`src/dcia_consts.svh`:
```
// Constants for the daisy chain interrupt acknowledge block
`ifndef DCIA_CONSTS_SVH
`define DCIA_CONSTS_SVH
`define DCIA_CHANNELS 4
`define DCIA_OP_PREFIX 8'hED
`define DCIA_OP_RETURN 8'h4D
`define DCIA_WAIT_STATES 2
`define DCIA_CODE_LSB 1
`define DCIA_CODE_MSB 2
`endif

```
`src/dcia_pkg.sv`:
```
// Types for the daisy chain interrupt acknowledge block
`default_nettype none
package dcia_pkg;
  typedef enum logic [1:0] {
    DCIA_IDLE,
    DCIA_ACK_WAIT,
    DCIA_ACK_DRIVE
  } dcia_phase_t;
  typedef struct packed {
    dcia_phase_t phase;
    logic [3:0] pending;
    logic [3:0] inService;
    logic [3:0] grantOneHot;
    logic [1:0] waitCount;
    logic prefixSeen;
    logic fetchPrev;
    logic [7:0] dataOut;
    logic dataOutEn;
  } dcia_state_t;
endpackage : dcia_pkg
`default_nettype wire

```
`src/dcia_daisy_chain_interrupt_ack.sv`:
```
// Interrupt priority, acknowledge and return detection for a four channel timer
`timescale 1ns/1ns
`default_nettype none
`include "dcia_consts.svh"
module dcia_daisy_chain_interrupt_ack
  import dcia_pkg::*;
#(
  parameter int CHANNELS = `DCIA_CHANNELS
)(
  // Clock and reset
  input wire logic clock,
  input wire logic rstn,
  // Processor bus
  input wire logic machineCycleOne_n,
  input wire logic ioRequestStrobe_n,
  input wire logic read_n,
  input wire logic [7:0] dataIn,
  output logic [7:0] dataOut,
  output logic dataOutEn,
  output logic waitReq_n,
  output logic intReq_n,
  // Chain
  input wire logic chainEnableIn,
  output logic chainEnableOut,
  // Channel side
  input wire logic [CHANNELS-1:0] chanRequest,
  input wire logic [4:0] vectorBase
);

  dcia_state_t state_reg;
  dcia_state_t state_next;

  // Lowest numbered requester wins
  function automatic logic [3:0] pickFirst(input logic [3:0] req);
    logic [3:0] r;
    r = 4'h0;
    if (req[0]) r = 4'h1;
    else if (req[1]) r = 4'h2;
    else if (req[2]) r = 4'h4;
    else if (req[3]) r = 4'h8;
    return r;
  endfunction : pickFirst

  // Mask of channels above the highest in service
  function automatic logic [3:0] aboveMask(input logic [3:0] svc);
    logic [3:0] m;
    m = 4'hF;
    if (svc[0]) m = 4'h0;
    else if (svc[1]) m = 4'h1;
    else if (svc[2]) m = 4'h3;
    else if (svc[3]) m = 4'h7;
    return m;
  endfunction : aboveMask

  function automatic logic [1:0] codeOf(input logic [3:0] oneHot);
    logic [1:0] c;
    c = 2'h0;
    if (oneHot[1]) c = 2'h1;
    else if (oneHot[2]) c = 2'h2;
    else if (oneHot[3]) c = 2'h3;
    return c;
  endfunction : codeOf

  logic ackCycle;
  logic opFetch;
  logic [3:0] eligible;
  logic [3:0] winner;
  logic [3:0] lowestSvc;

  assign ackCycle = !machineCycleOne_n && !ioRequestStrobe_n;
  assign opFetch = !machineCycleOne_n && !read_n && ioRequestStrobe_n;
  assign eligible = state_reg.pending & aboveMask(state_reg.inService);
  assign winner = pickFirst(eligible);
  assign lowestSvc = pickFirst(state_reg.inService);

  always_comb
  begin
    state_next = state_reg;
    // Capture new requests unless frozen by machine cycle one
    if (machineCycleOne_n)
    begin
      state_next.pending = state_reg.pending | chanRequest[3:0];
    end
    // Resolve winner ahead of I/O request
    if (!machineCycleOne_n && ioRequestStrobe_n && state_reg.phase == DCIA_IDLE)
    begin
      state_next.grantOneHot = winner;
    end
    case (state_reg.phase)
      DCIA_IDLE:
      begin
        if (ackCycle && chainEnableIn && state_reg.grantOneHot != 4'h0)
        begin
          state_next.phase = DCIA_ACK_WAIT;
          state_next.waitCount = 2'h0;
          state_next.dataOut = {vectorBase, codeOf(state_reg.grantOneHot), 1'b0};
          state_next.dataOutEn = 1'b1;
        end
      end
      DCIA_ACK_WAIT:
      begin
        state_next.waitCount = state_reg.waitCount + 2'h1;
        if (state_reg.waitCount == 2'(`DCIA_WAIT_STATES - 1))
        begin
          state_next.phase = DCIA_ACK_DRIVE;
        end
      end
      DCIA_ACK_DRIVE:
      begin
        if (!ackCycle)
        begin
          state_next.phase = DCIA_IDLE;
          state_next.dataOutEn = 1'b0;
          state_next.pending = (state_reg.pending & ~state_reg.grantOneHot)
                               | (machineCycleOne_n ? chanRequest[3:0] : 4'h0);
          state_next.inService = state_reg.inService | state_reg.grantOneHot;
          state_next.grantOneHot = 4'h0;
        end
      end
      default:
      begin
        state_next.phase = DCIA_IDLE;
      end
    endcase
    // Return sequence decode on each new opcode fetch
    state_next.fetchPrev = opFetch;
    if (opFetch && !state_reg.fetchPrev)
    begin
      if (state_reg.prefixSeen && dataIn == `DCIA_OP_RETURN && chainEnableIn)
      begin
        state_next.inService = (state_reg.inService & ~lowestSvc)
                               | (state_next.inService & ~state_reg.inService);
      end
      state_next.prefixSeen = dataIn == `DCIA_OP_PREFIX;
    end
  end

  always_ff @(posedge clock or negedge rstn)
  begin
    if (!rstn)
    begin
      state_reg <= '{phase: DCIA_IDLE, default: '0};
    end
    else
    begin
      state_reg <= state_next;
    end
  end

  assign dataOut = state_reg.dataOut;
  assign dataOutEn = state_reg.dataOutEn;
  assign waitReq_n = !(state_reg.phase == DCIA_ACK_WAIT || (ackCycle && state_reg.phase == DCIA_IDLE
                      && chainEnableIn && state_reg.grantOneHot != 4'h0));
  assign intReq_n = !(eligible != 4'h0 && chainEnableIn);
  // Prefix byte opens the chain below for the second byte
  assign chainEnableOut = chainEnableIn && state_reg.pending == 4'h0
                          && (state_reg.inService == 4'h0 || state_reg.prefixSeen);

  chain_gate_a: assert property (@(posedge clock) disable iff (!rstn)
    !chainEnableIn |-> !chainEnableOut) else $error("chain out high with chain in low");
  wait_count_a: assert property (@(posedge clock) disable iff (!rstn)
    state_reg.phase == DCIA_IDLE ##1 state_reg.phase == DCIA_ACK_WAIT
    |-> state_reg.phase == DCIA_ACK_WAIT [*2] ##1 state_reg.phase == DCIA_ACK_DRIVE)
    else $error("wait states not two");
  vector_drive_a: assert property (@(posedge clock) disable iff (!rstn)
    state_reg.phase == DCIA_ACK_DRIVE && ackCycle |=> dataOutEn) else $error("vector dropped early");
  vector_code_a: assert property (@(posedge clock) disable iff (!rstn)
    dataOutEn |-> dataOut[2:1] == codeOf(state_reg.grantOneHot) && !dataOut[0])
    else $error("vector code mismatch");
  freeze_req_a: assert property (@(posedge clock) disable iff (!rstn)
    !machineCycleOne_n && state_reg.phase == DCIA_IDLE |=> state_reg.pending == $past(state_reg.pending))
    else $error("requests changed under machine cycle one");
  priority_win_a: assert property (@(posedge clock) disable iff (!rstn)
    $rose(dataOutEn) |-> !$past(state_reg.pending[0]) || state_reg.grantOneHot[0]
    || $past(state_reg.inService[0])) else $error("channel 0 lost priority");
  service_hold_a: assert property (@(posedge clock) disable iff (!rstn)
    state_reg.inService != 4'h0 && !state_reg.prefixSeen |-> !chainEnableOut)
    else $error("chain out high during service");
  return_clear_a: assert property (@(posedge clock) disable iff (!rstn)
    opFetch && !state_reg.fetchPrev && state_reg.prefixSeen && dataIn == `DCIA_OP_RETURN
    && chainEnableIn && state_reg.inService != 4'h0
    |=> $countones(state_reg.inService) < $countones($past(state_reg.inService)))
    else $error("return did not clear service");

  // Further acknowledge, request and return checks
  grant_latch_a: assert property (@(posedge clock) disable iff (!rstn)
    !machineCycleOne_n && ioRequestStrobe_n && state_reg.phase == DCIA_IDLE
    |=> state_reg.grantOneHot == $past(winner))
    else $error("winner not latched before request");
  no_chain_ack_a: assert property (@(posedge clock) disable iff (!rstn)
    state_reg.phase == DCIA_IDLE && !chainEnableIn |=> !dataOutEn)
    else $error("vector driven without chain enable");
  vector_base_a: assert property (@(posedge clock) disable iff (!rstn)
    dataOutEn |-> dataOut[7:3] == vectorBase)
    else $error("vector upper bits changed");
  nest_order_a: assert property (@(posedge clock) disable iff (!rstn)
    $rose(dataOutEn) && state_reg.inService != 4'h0
    |-> state_reg.grantOneHot < pickFirst(state_reg.inService))
    else $error("lower priority acknowledged during service");
  first_int_a: assert property (@(posedge clock) disable iff (!rstn)
    chainEnableIn && state_reg.pending[0] && !state_reg.inService[0] |-> !intReq_n)
    else $error("channel 0 request not signalled");
  service_set_a: assert property (@(posedge clock) disable iff (!rstn)
    state_reg.phase == DCIA_ACK_DRIVE && !ackCycle
    |=> (state_reg.inService & $past(state_reg.grantOneHot)) != 4'h0)
    else $error("acknowledged channel not in service");
  prefix_need_a: assert property (@(posedge clock) disable iff (!rstn)
    opFetch && !state_reg.prefixSeen && state_reg.phase == DCIA_IDLE
    |=> state_reg.inService == $past(state_reg.inService))
    else $error("service cleared without prefix byte");
  prefix_open_a: assert property (@(posedge clock) disable iff (!rstn)
    state_reg.prefixSeen && chainEnableIn && state_reg.pending == 4'h0 |-> chainEnableOut)
    else $error("chain not opened after prefix byte");

endmodule : dcia_daisy_chain_interrupt_ack
`default_nettype wire

```
`config.mk`:
```
export PLATFORM = sky130hd
export DESIGN_NAME = dcia_daisy_chain_interrupt_ack
export DESIGN_NICKNAME = d
export VERILOG_FILES = /design/src/dcia_pkg.sv /design/src/dcia_daisy_chain_interrupt_ack.sv
export VERILOG_INCLUDE_DIRS = /design/src
export SDC_FILE = /design/constraint.sdc
export NUM_CORES = 1
export LEC_CHECK = 0
export ABC_CLOCK_PERIOD_IN_PS = 2270
export BUFFER_PORTS_ARGS = -buffer_cell sky130_fd_sc_hd__buf_2
export CORE_ASPECT_RATIO = 1.4
export CORE_MARGIN = 3
export CORE_UTILIZATION = 51
export DETAILED_ROUTE_END_ITERATION = 6
export PLACE_DENSITY = 0.78
export SYNTH_ARGS = -nofsm -noshare
export SYNTH_HDL_FRONTEND = slang
export SYNTH_SLANG_ARGS = --single-unit
```
`constraint.sdc`:
```
create_clock -name clock -period 2.27 [get_ports clock]
set_input_delay 0 -clock clock [delete_from_list [all_inputs] [get_ports clock]]
set_output_delay 0 -clock clock [all_outputs]
set_load 0.005 [all_outputs]
```
# Word level (Yosys, flattened, before mapping)

Index checks and enable logic that the tools add are counted.

Register bits: 26
Bits of input ports: 23
Output and inout port bits: 12
Word-level logic and storage cells: 94

Add/sub/neg operators: 1
Equal/unequal tests: 8
Muxes and demuxes: 30
Bitwise gates (word level): 11
Reductions and logical operators: 35

Operator list:

| cell                  | number |
|---|---|
| $mux W4               | 17 |
| $and A4 B4 Y4         | 4 |
| $logic_and A1 B1 Y1   | 16 |
| $or A4 B4 Y4          | 4 |
| $mux W14              | 1 |
| $mux W12              | 1 |
| $mux W2               | 6 |
| $not A4 Y4            | 3 |
| $eq A8 B7 Y1 const B  | 1 |
| $eq A8 B8 Y1 const B  | 1 |
| $logic_not A4 Y1      | 2 |
| $reduce_bool A4 Y1    | 2 |
| $logic_not A1 Y1      | 6 |
| $pmux W2 S3           | 1 |
| $reduce_and A3 Y1     | 2 |
| $eq A2 B1 Y1 const B  | 2 |
| $ne A2 B2 Y1 const B  | 2 |
| $pmux W2 S2           | 1 |
| $reduce_and A2 Y1     | 2 |
| $reduce_bool A2 Y1    | 2 |
| $add A2 B1 Y2 const B | 1 |
| $eq A2 B2 Y1 const B  | 1 |
| $logic_not A2 Y1      | 1 |
| $logic_or A1 B1 Y1    | 2 |
| other kinds (3)       | 4 |

# Longest topological paths before layout

Gate-level depths: netlist (run 1).

Word-level depth: 16
Mapped depth: 5
Mapped depth without buffers: 4

# Worst setup path after synthesis (run 1)

No wires, ideal clock.

Path type: register to register
From: reg state_reg[15] (netlist bit)
To: reg state_reg, in the netlist dataOut[7]
Setup time: 0.125 ns
Arrival: 1.498 ns
Data required time: 2.145 ns
Path slack: 0.646 ns
Cell stages (with the launch flop): 5
Buffers on the path: 1
Clock period less this slack: 1.624 ns
Cells stage by stage: dfrtp_1 or4_4 nand4_4 buf_8 mux2_4

Longest elaborated chain between the ends: 3

RTL lines:

| element                     | RTL line                              | RTL |
|---|---|---|
| start: declaration          | dcia_daisy_chain_interrupt_ack.sv:30  | `dcia_state_t state_reg;` |
| start signal: assignment    | dcia_daisy_chain_interrupt_ack.sv:146 | `state_reg <= state_next;` |
| $reduce_bool A4 Y1          | dcia_daisy_chain_interrupt_ack.sv:92  | `if (ackCycle && chainEnableIn && state_reg.grantOneHot != 4'h0)` |
| $logic_and A1 B1 Y1         | dcia_daisy_chain_interrupt_ack.sv:92  |  |
| $reduce_and A2 Y1 (no line) | -                                     |  |

No other way between the ends.
A chain may end at the register's enable or synchronous reset.

# Worst setup path after layout (run 1)

From: reg state_reg[15] (netlist bit)
To: out waitReq_n

Longest elaborated chain between the ends: 4

RTL lines:

| element             | RTL line                              | RTL |
|---|---|---|
| $reduce_bool A4 Y1  | dcia_daisy_chain_interrupt_ack.sv:153 | `&& chainEnableIn && state_reg.grantOneHot != 4'h0));` |
| $logic_and A1 B1 Y1 | dcia_daisy_chain_interrupt_ack.sv:153 |  |
| $logic_or A1 B1 Y1  | dcia_daisy_chain_interrupt_ack.sv:152 | `assign waitReq_n = !(state_reg.phase == DCIA_ACK_WAIT \|\| (ackCycle && state_reg.phase == DCIA_IDLE` |
| $logic_not A1 Y1    | dcia_daisy_chain_interrupt_ack.sv:152 |  |
| end: declaration    | dcia_daisy_chain_interrupt_ack.sv:20  | `output logic waitReq_n,` |

No other way between the ends.

==> impl_metrics.toml, run 1 <==
[run_status]
status = "finished, final reports clean"

[cells_and_area]
num-nets-final = 191
fill_cells = 175
antenna_cells = 0
area_delta_synth_final_pct = 25.37
drive_gt1_frac = 0.2711
largest_reg_flops = 18

[setup_path]
crit_buf_inv = 1
r2r_slack_ps = 570
critical_path_class = "reg -> out"
cp_slowest_cell = "or4_4"
crit_required_ps = 2270
cpPeakStageDelay_ps = 570
endpoint_kind = "output pin"
worst_ep_arrival_time_ps = 1820
startpoint_type = "register"
path_cells = "or4_4, nand4_4, and2_1, buf_2"
crit_family = "simple AND/OR/NAND/NOR gates"
crit_fanout = 14

[route]
drtIter0Drc = 26
route.final.wire_length_mm = 2.708
drcViolationCount = 0
first_pass_iters = 5
vias = 1065
final_antenna_net_count = 0
vias_per_cell = 5.665
wl_per_cell_um = 14.40

[synth]
avgSynthCellArea_um2 = 10.31
ys_ff_latch = 26
syn_inst = 122
async_flop_share = 1.000
synth_commonest_cells = "26 x dfrtp_1, 13 x nand2_1, 11 x a21oi_1"
synth_edf_count = 0
yosysMostFrequentCell = "dfrtp_1"
syn_nets = 146
synth_ff_type = "dfrtp_1"
synthTopCellsByArea = "dfrtp_1 52%, buf_4 4.8%, a21oi_1 4.4%"
synth_area_leader_cell = "dfrtp_1"
netlist_area_mm2 = 0.001257
synth_cell_types = 35
ys_seq_area_frac = 0.5174
synth_top_area_share = 0.5174
yosysWarnings = 0

[clock_network]
cts_resized = 0
clk_pin_slew_ps = 140
cts_setup_buffers = 0
root_buffer = "clkbuf_4"
cts_tree = "done"
cts_hold_buf = 17
clock_sinks = 26
cts_buffers = 3
htreeDepth = 1
cts_buffer_depth = 2
clk-insertion-delay-late_ps = 320

[floorplanning]
die_area_mm2 = 0.003106
num_io_pins = 35
start_util = 0.5583
core_mm2 = 0.002252
die_y_um = 64.75
die_w_um = 47.97
rows = 20

[sta]
setup_tns_ps = 0
setup_viol = 0
final.min_clock_period_ps = 1819
skew_ps = 14.94
maxSlewViolCount = 0
timing.fmax_ghz = 0.5496
worstMarginPinSlew_ps = 681.0
fin_crit_sh = 0.8015
slew_headroom = 0.5443
timing.final.hold_violations = 0
rsz0062_at_grt = "no"

[hold_path]
min_path_type = "in -> reg"

[global_routing]
grt_pass1_wl_mm = 4.409
first_global_vias = 1112
grt_antenna_before_repair = 0
grt_max_degree = 27
track_usage = 0.1932
grt.overflow.total = 0

[pwr]
p_per_area_mw_per_mm2 = 854.4
leakage_uw = 0.0007424
power_uw = 1347
peakVddDrop_v = 0.0004922

[job]
maxCapViolCount = 0

[place]
dp_hpwl_mm = 1.931
portBuffers = 33
gp_congestion = 0.9913
==> metrics by stage <==
step	util	instances	hold WS [ps]	cell area (µm²)	setup slack, ps
2_1_floorplan	-	122	-295.6	1257	646.5
3_3_place_gp	0.6083	167	20.74	1370	637.6
3_5_place_dp	0.6083	167	21.01	1370	577.9
4_1_cts	0.7000	188	18.05	1577	434.3
5_1_grt	0.7000	188	21.10	1577	355.1
6_report	0.7000	188	19.06	1577	450.5
==> worst reg2reg max path: cells and delay by family (launching register included) <==
family	cells	cell delay, ps
and+or+nand+nor	2	780
DFF	1	460
muxes	1	370
==> cell families after synthesis <==
group           Yosys count  share of synthesized area
fa+ha+maj                 1                   0.009949
other cells               1                   0.002982
mux                       5                    0.04776
simple gates             46                     0.2060
flops                    26                     0.5174
compound gates           28                     0.1373
buf+inv                  15                    0.07860
==> metal layers <==
layer	track usage	wire, µm	share of wire
met4	0.08081	54	0.020
met3	0.03056	126	0.047
met2	0.3377	1470	0.54
met1	0.2172	1057	0.39
met5	0	0	0
==> layout make-up <==
type	instances	area (µm²)	share of cell area
clock buffer	4	36.28	0.02302
inverter	5	18.77	0.01190
multi-input combinational	81	508.0	0.3222
sequential	26	650.6	0.4127
tap	22	27.53	0.01746
timing repair buffer	50	335.3	0.2127
==> final timing paths <==
| path | end | startpoint | depth (start not counted) |
|---|---|---|---|
| setup / recovery | waitReq_n | state_reg[15] | 4 |
| hold / removal | state_reg[22] | machineCycleOne_n | 2 |
| setup reg to reg | dataOut[3] | state_reg[15] | 3 |
| hold reg to reg | dataOut[2] | dataOut[2] | 2 |
| max in group asynchronous | state_reg[17] | rstn | 2 |
| min in group asynchronous | state_reg[11] | rstn | 2 |
==> power breakdown <==
group,internal [µW],leakage (µW),switching (µW)
registers,582,0.000322,96.9
logic,225,0.000400,215
clock network,98.0,0.0000210,129
==> cells in the final DEF, fill, tap and decap left out, types with 2 or more instances in the layout <==
cell type | Yosys | routed
clkbuf_4 | 0 | 3
o31ai_1 | 2 | 2
dlygate4sd3_1 | 0 | 17
buf_2 | 1 | 33
nand3_1 | 4 | 4
nor2_1 | 9 | 9
mux2_2 | 4 | 4
o21ai_1 | 3 | 3
o21ai_0 | 2 | 2
a22o_1 | 4 | 4
nand2b_1 | 4 | 4
a21oi_1 | 11 | 11
nand4_1 | 2 | 2
nor3_1 | 3 | 3
a31oi_1 | 3 | 3
inv_1 | 5 | 5
dfrtp_1 | 26 | 26
nand2_1 | 13 | 13
Note: power is estimated with default switching activity, not from simulation.
==> inputs of run 2 (changes only) <==
- ABC_AREA: unset -> 1
- ABC_CLOCK_PERIOD_IN_PS: 2270 -> 1800
- CORE_UTILIZATION: 51 -> 52
- clock period: 2.27 -> 1.8 ns (I/O delays scaled with it)
==> run 2 against run 1 <==
Core utilization shrank 0.45 points. Register-to-register slack lost 20 ps. Highest routed layer unchanged. Non-clock buffer count shrank 2. Flip-flop and latch count is the same.
==> impl_metrics.toml, run 2 <==
[route]
wl_met2_mm = 1.678
route.final.wire_length_mm = 3.022
highest_layer = "met4"
wl_met3_um = 141
wl_per_cell_um = 12.14
vias_per_cell = 4.988
final_antenna_net_count = 0
drtIter0Drc = 31
vias = 1242
first_pass_iters = 4
wl_met1_mm = 1.165
drcViolationCount = 0

[floorplanning]
die_area_mm2 = 0.003349
start_util = 0.5648
num_io_pins = 35
core_mm2 = 0.002470
die_w_um = 49.78
die_y_um = 67.29
rows = 21

[global_routing]
grt_antenna_before_repair = 0
grt.overflow.total = 0
grt_pass1_wl_mm = 5.313
first_global_vias = 1288
grt_max_degree = 27
track_usage = 0.2057

[cells_and_area]
largest_reg_flops = 18
num-nets-final = 240
final_cell_area_mm2 = 0.001718
area_delta_synth_final_pct = 23.14
drive_gt1_frac = 0.2419
final_common_cell = "nand2_1"
final_cell_mix = "35 x nand2_1, 33 x buf_2, 30 x inv_1"
antenna_cells = 0

[place]
gp_congestion = 0.8300
placed_area_mm2 = 0.001531
dp_hpwl_mm = 2.259
portBuffers = 33

[hold_path]
min_path_type = "in -> reg"

[sta]
slew_headroom = 0.6174
rsz0062_at_grt = "no"
fin_crit_sh = 0.8245
hold_ws_ps = 49.57
setup_viol = 0
worstMarginPinSlew_ps = 573.9
skew_ps = 3.671
final.min_clock_period_ps = 1484
setup_tns_ps = 0
timing.fmax_ghz = 0.6738
maxSlewViolCount = 0
timing.final.hold_violations = 0

[clock_network]
clock_sinks = 26
cts_buffer_depth = 2
clk_pin_slew_ps = 130
clk-insertion-delay-late_ps = 310
root_buffer = "clkbuf_4"
cts_resized = 0
htreeDepth = 1
cts_buffers = 3
cts_tree = "done"

[synth]
avgSynthCellArea_um2 = 8.111
syn_nets = 196
ys_ff_latch = 26
yosysWarnings = 0
synth_commonest_cells = "35 x nand2_1, 30 x inv_1, 26 x dfrtp_1"
synth_area_leader_cell = "dfrtp_1"
synth_cell_types = 25
ys_seq_area_frac = 0.4664
async_flop_share = 1.000
yosysMostFrequentCell = "nand2_1"
syn_inst = 172
synth_top_area_share = 0.4664
synthTopCellsByArea = "dfrtp_1 47%, nand2_1 9.4%, inv_1 8.1%"
synth_edf_count = 0
netlist_area_mm2 = 0.001395
synth_ff_type = "dfrtp_1"

[setup_path]
crit_required_ps = 1800
startpoint_type = "register"
cpPeakStageDelay_ps = 450
critical_path_class = "reg -> out"
path_cells = "nor2_1, nand3_1, nand2_1, o21ai_0, buf_2"
crit_fanout = 6
cp_slowest_cell = "dfrtp_1"
worst_ep_arrival_time_ps = 1480
r2r_slack_ps = 550
endpoint_kind = "output pin"

[pwr]
peakVddDrop_v = 0.0007122
p_per_area_mw_per_mm2 = 1100
leakage_uw = 0.0008925

[job]
maxCapViolCount = 0

[run_status]
status = "finished, final reports clean"
## run 2: stage by stage
| stage | setup slack [ps] | cells | utilization | total power, µW |
|---|---|---|---|---|
| 6_report | 315.9 | 249 | 0.6955 | 1890 |
| 5_1_grt | 136.3 | 249 | 0.6955 | 2060 |
| 2_1_floorplan | 710.4 | 172 | - | 1434 |
| 3_3_place_gp | 635.2 | 230 | 0.6201 | 1554 |
| 3_5_place_dp | 588.4 | 230 | 0.6201 | 1595 |
| 4_1_cts | 304.2 | 249 | 0.6955 | 1911 |
## run 2: timing repair
item,CTS,global route
buffers inserted,0,0
endpoints found under the hold margin,36,0
hold buffers,15,0
## run 2: worst paths after layout
check	startpoint	end	depth (start not counted)
hold reg to reg	dataOutEn	dataOutEn	2
min in group asynchronous	rstn	state_reg[20]	2
max in group asynchronous	rstn	state_reg[17]	2
setup / recovery	state_reg[17]	intReq_n	5
hold / removal	ioRequestStrobe_n	state_reg[9]	3
setup reg to reg	state_reg[17]	state_reg[16]	5
## run 2: critical path, delay by kind of cell (launching register included)
family / cells / cell delay [ps]
AOI/OAI and AO/OA: 1 / 70
buffers and inverters: 1 / 130
DFF: 1 / 450
and+or+nand+nor: 3 / 530
## run 2: area by class of cell
| class | count | area, µm² |
|---|---|---|
| Inverter | 31 | 116.4 |
| Multi-Input combinational cell | 106 | 556.8 |
| Fill cell | 229 | 752.0 |
| Clock buffer | 4 | 36.28 |
| Timing Repair Buffer | 48 | 315.3 |
| Tap cell | 34 | 42.54 |
| Sequential cell | 26 | 650.6 |
## run 2: per-layer routing
| layer | up-vias | GRT usage |
|---|---|---|
| met5 | - | 0 |
| li1 | 620 | - |
| met4 | 0 | 0.06574 |
| met3 | 4 | 0.03753 |
| met2 | 40 | 0.3990 |
| met1 | 578 | 0.2232 |
## run 2: cell families (layout without fill, tap and decap cells)
kind of cell,count (synthesis),after routing,share of synthesized area
adders and majority gates,1,1,0.008967
buffers and inverters,40,83,0.1345
and+or+nand+nor,73,73,0.2547
other,1,1,0.002688
AOI/OAI and AO/OA,31,31,0.1327
DFF,26,26,0.4664
## run 2: where the power goes
part,internal [µW],switching [µW],leakage [µW]
Clock,123,164,0.0000210
Sequential,769,138,0.000301
Combinational,295,400,0.000571
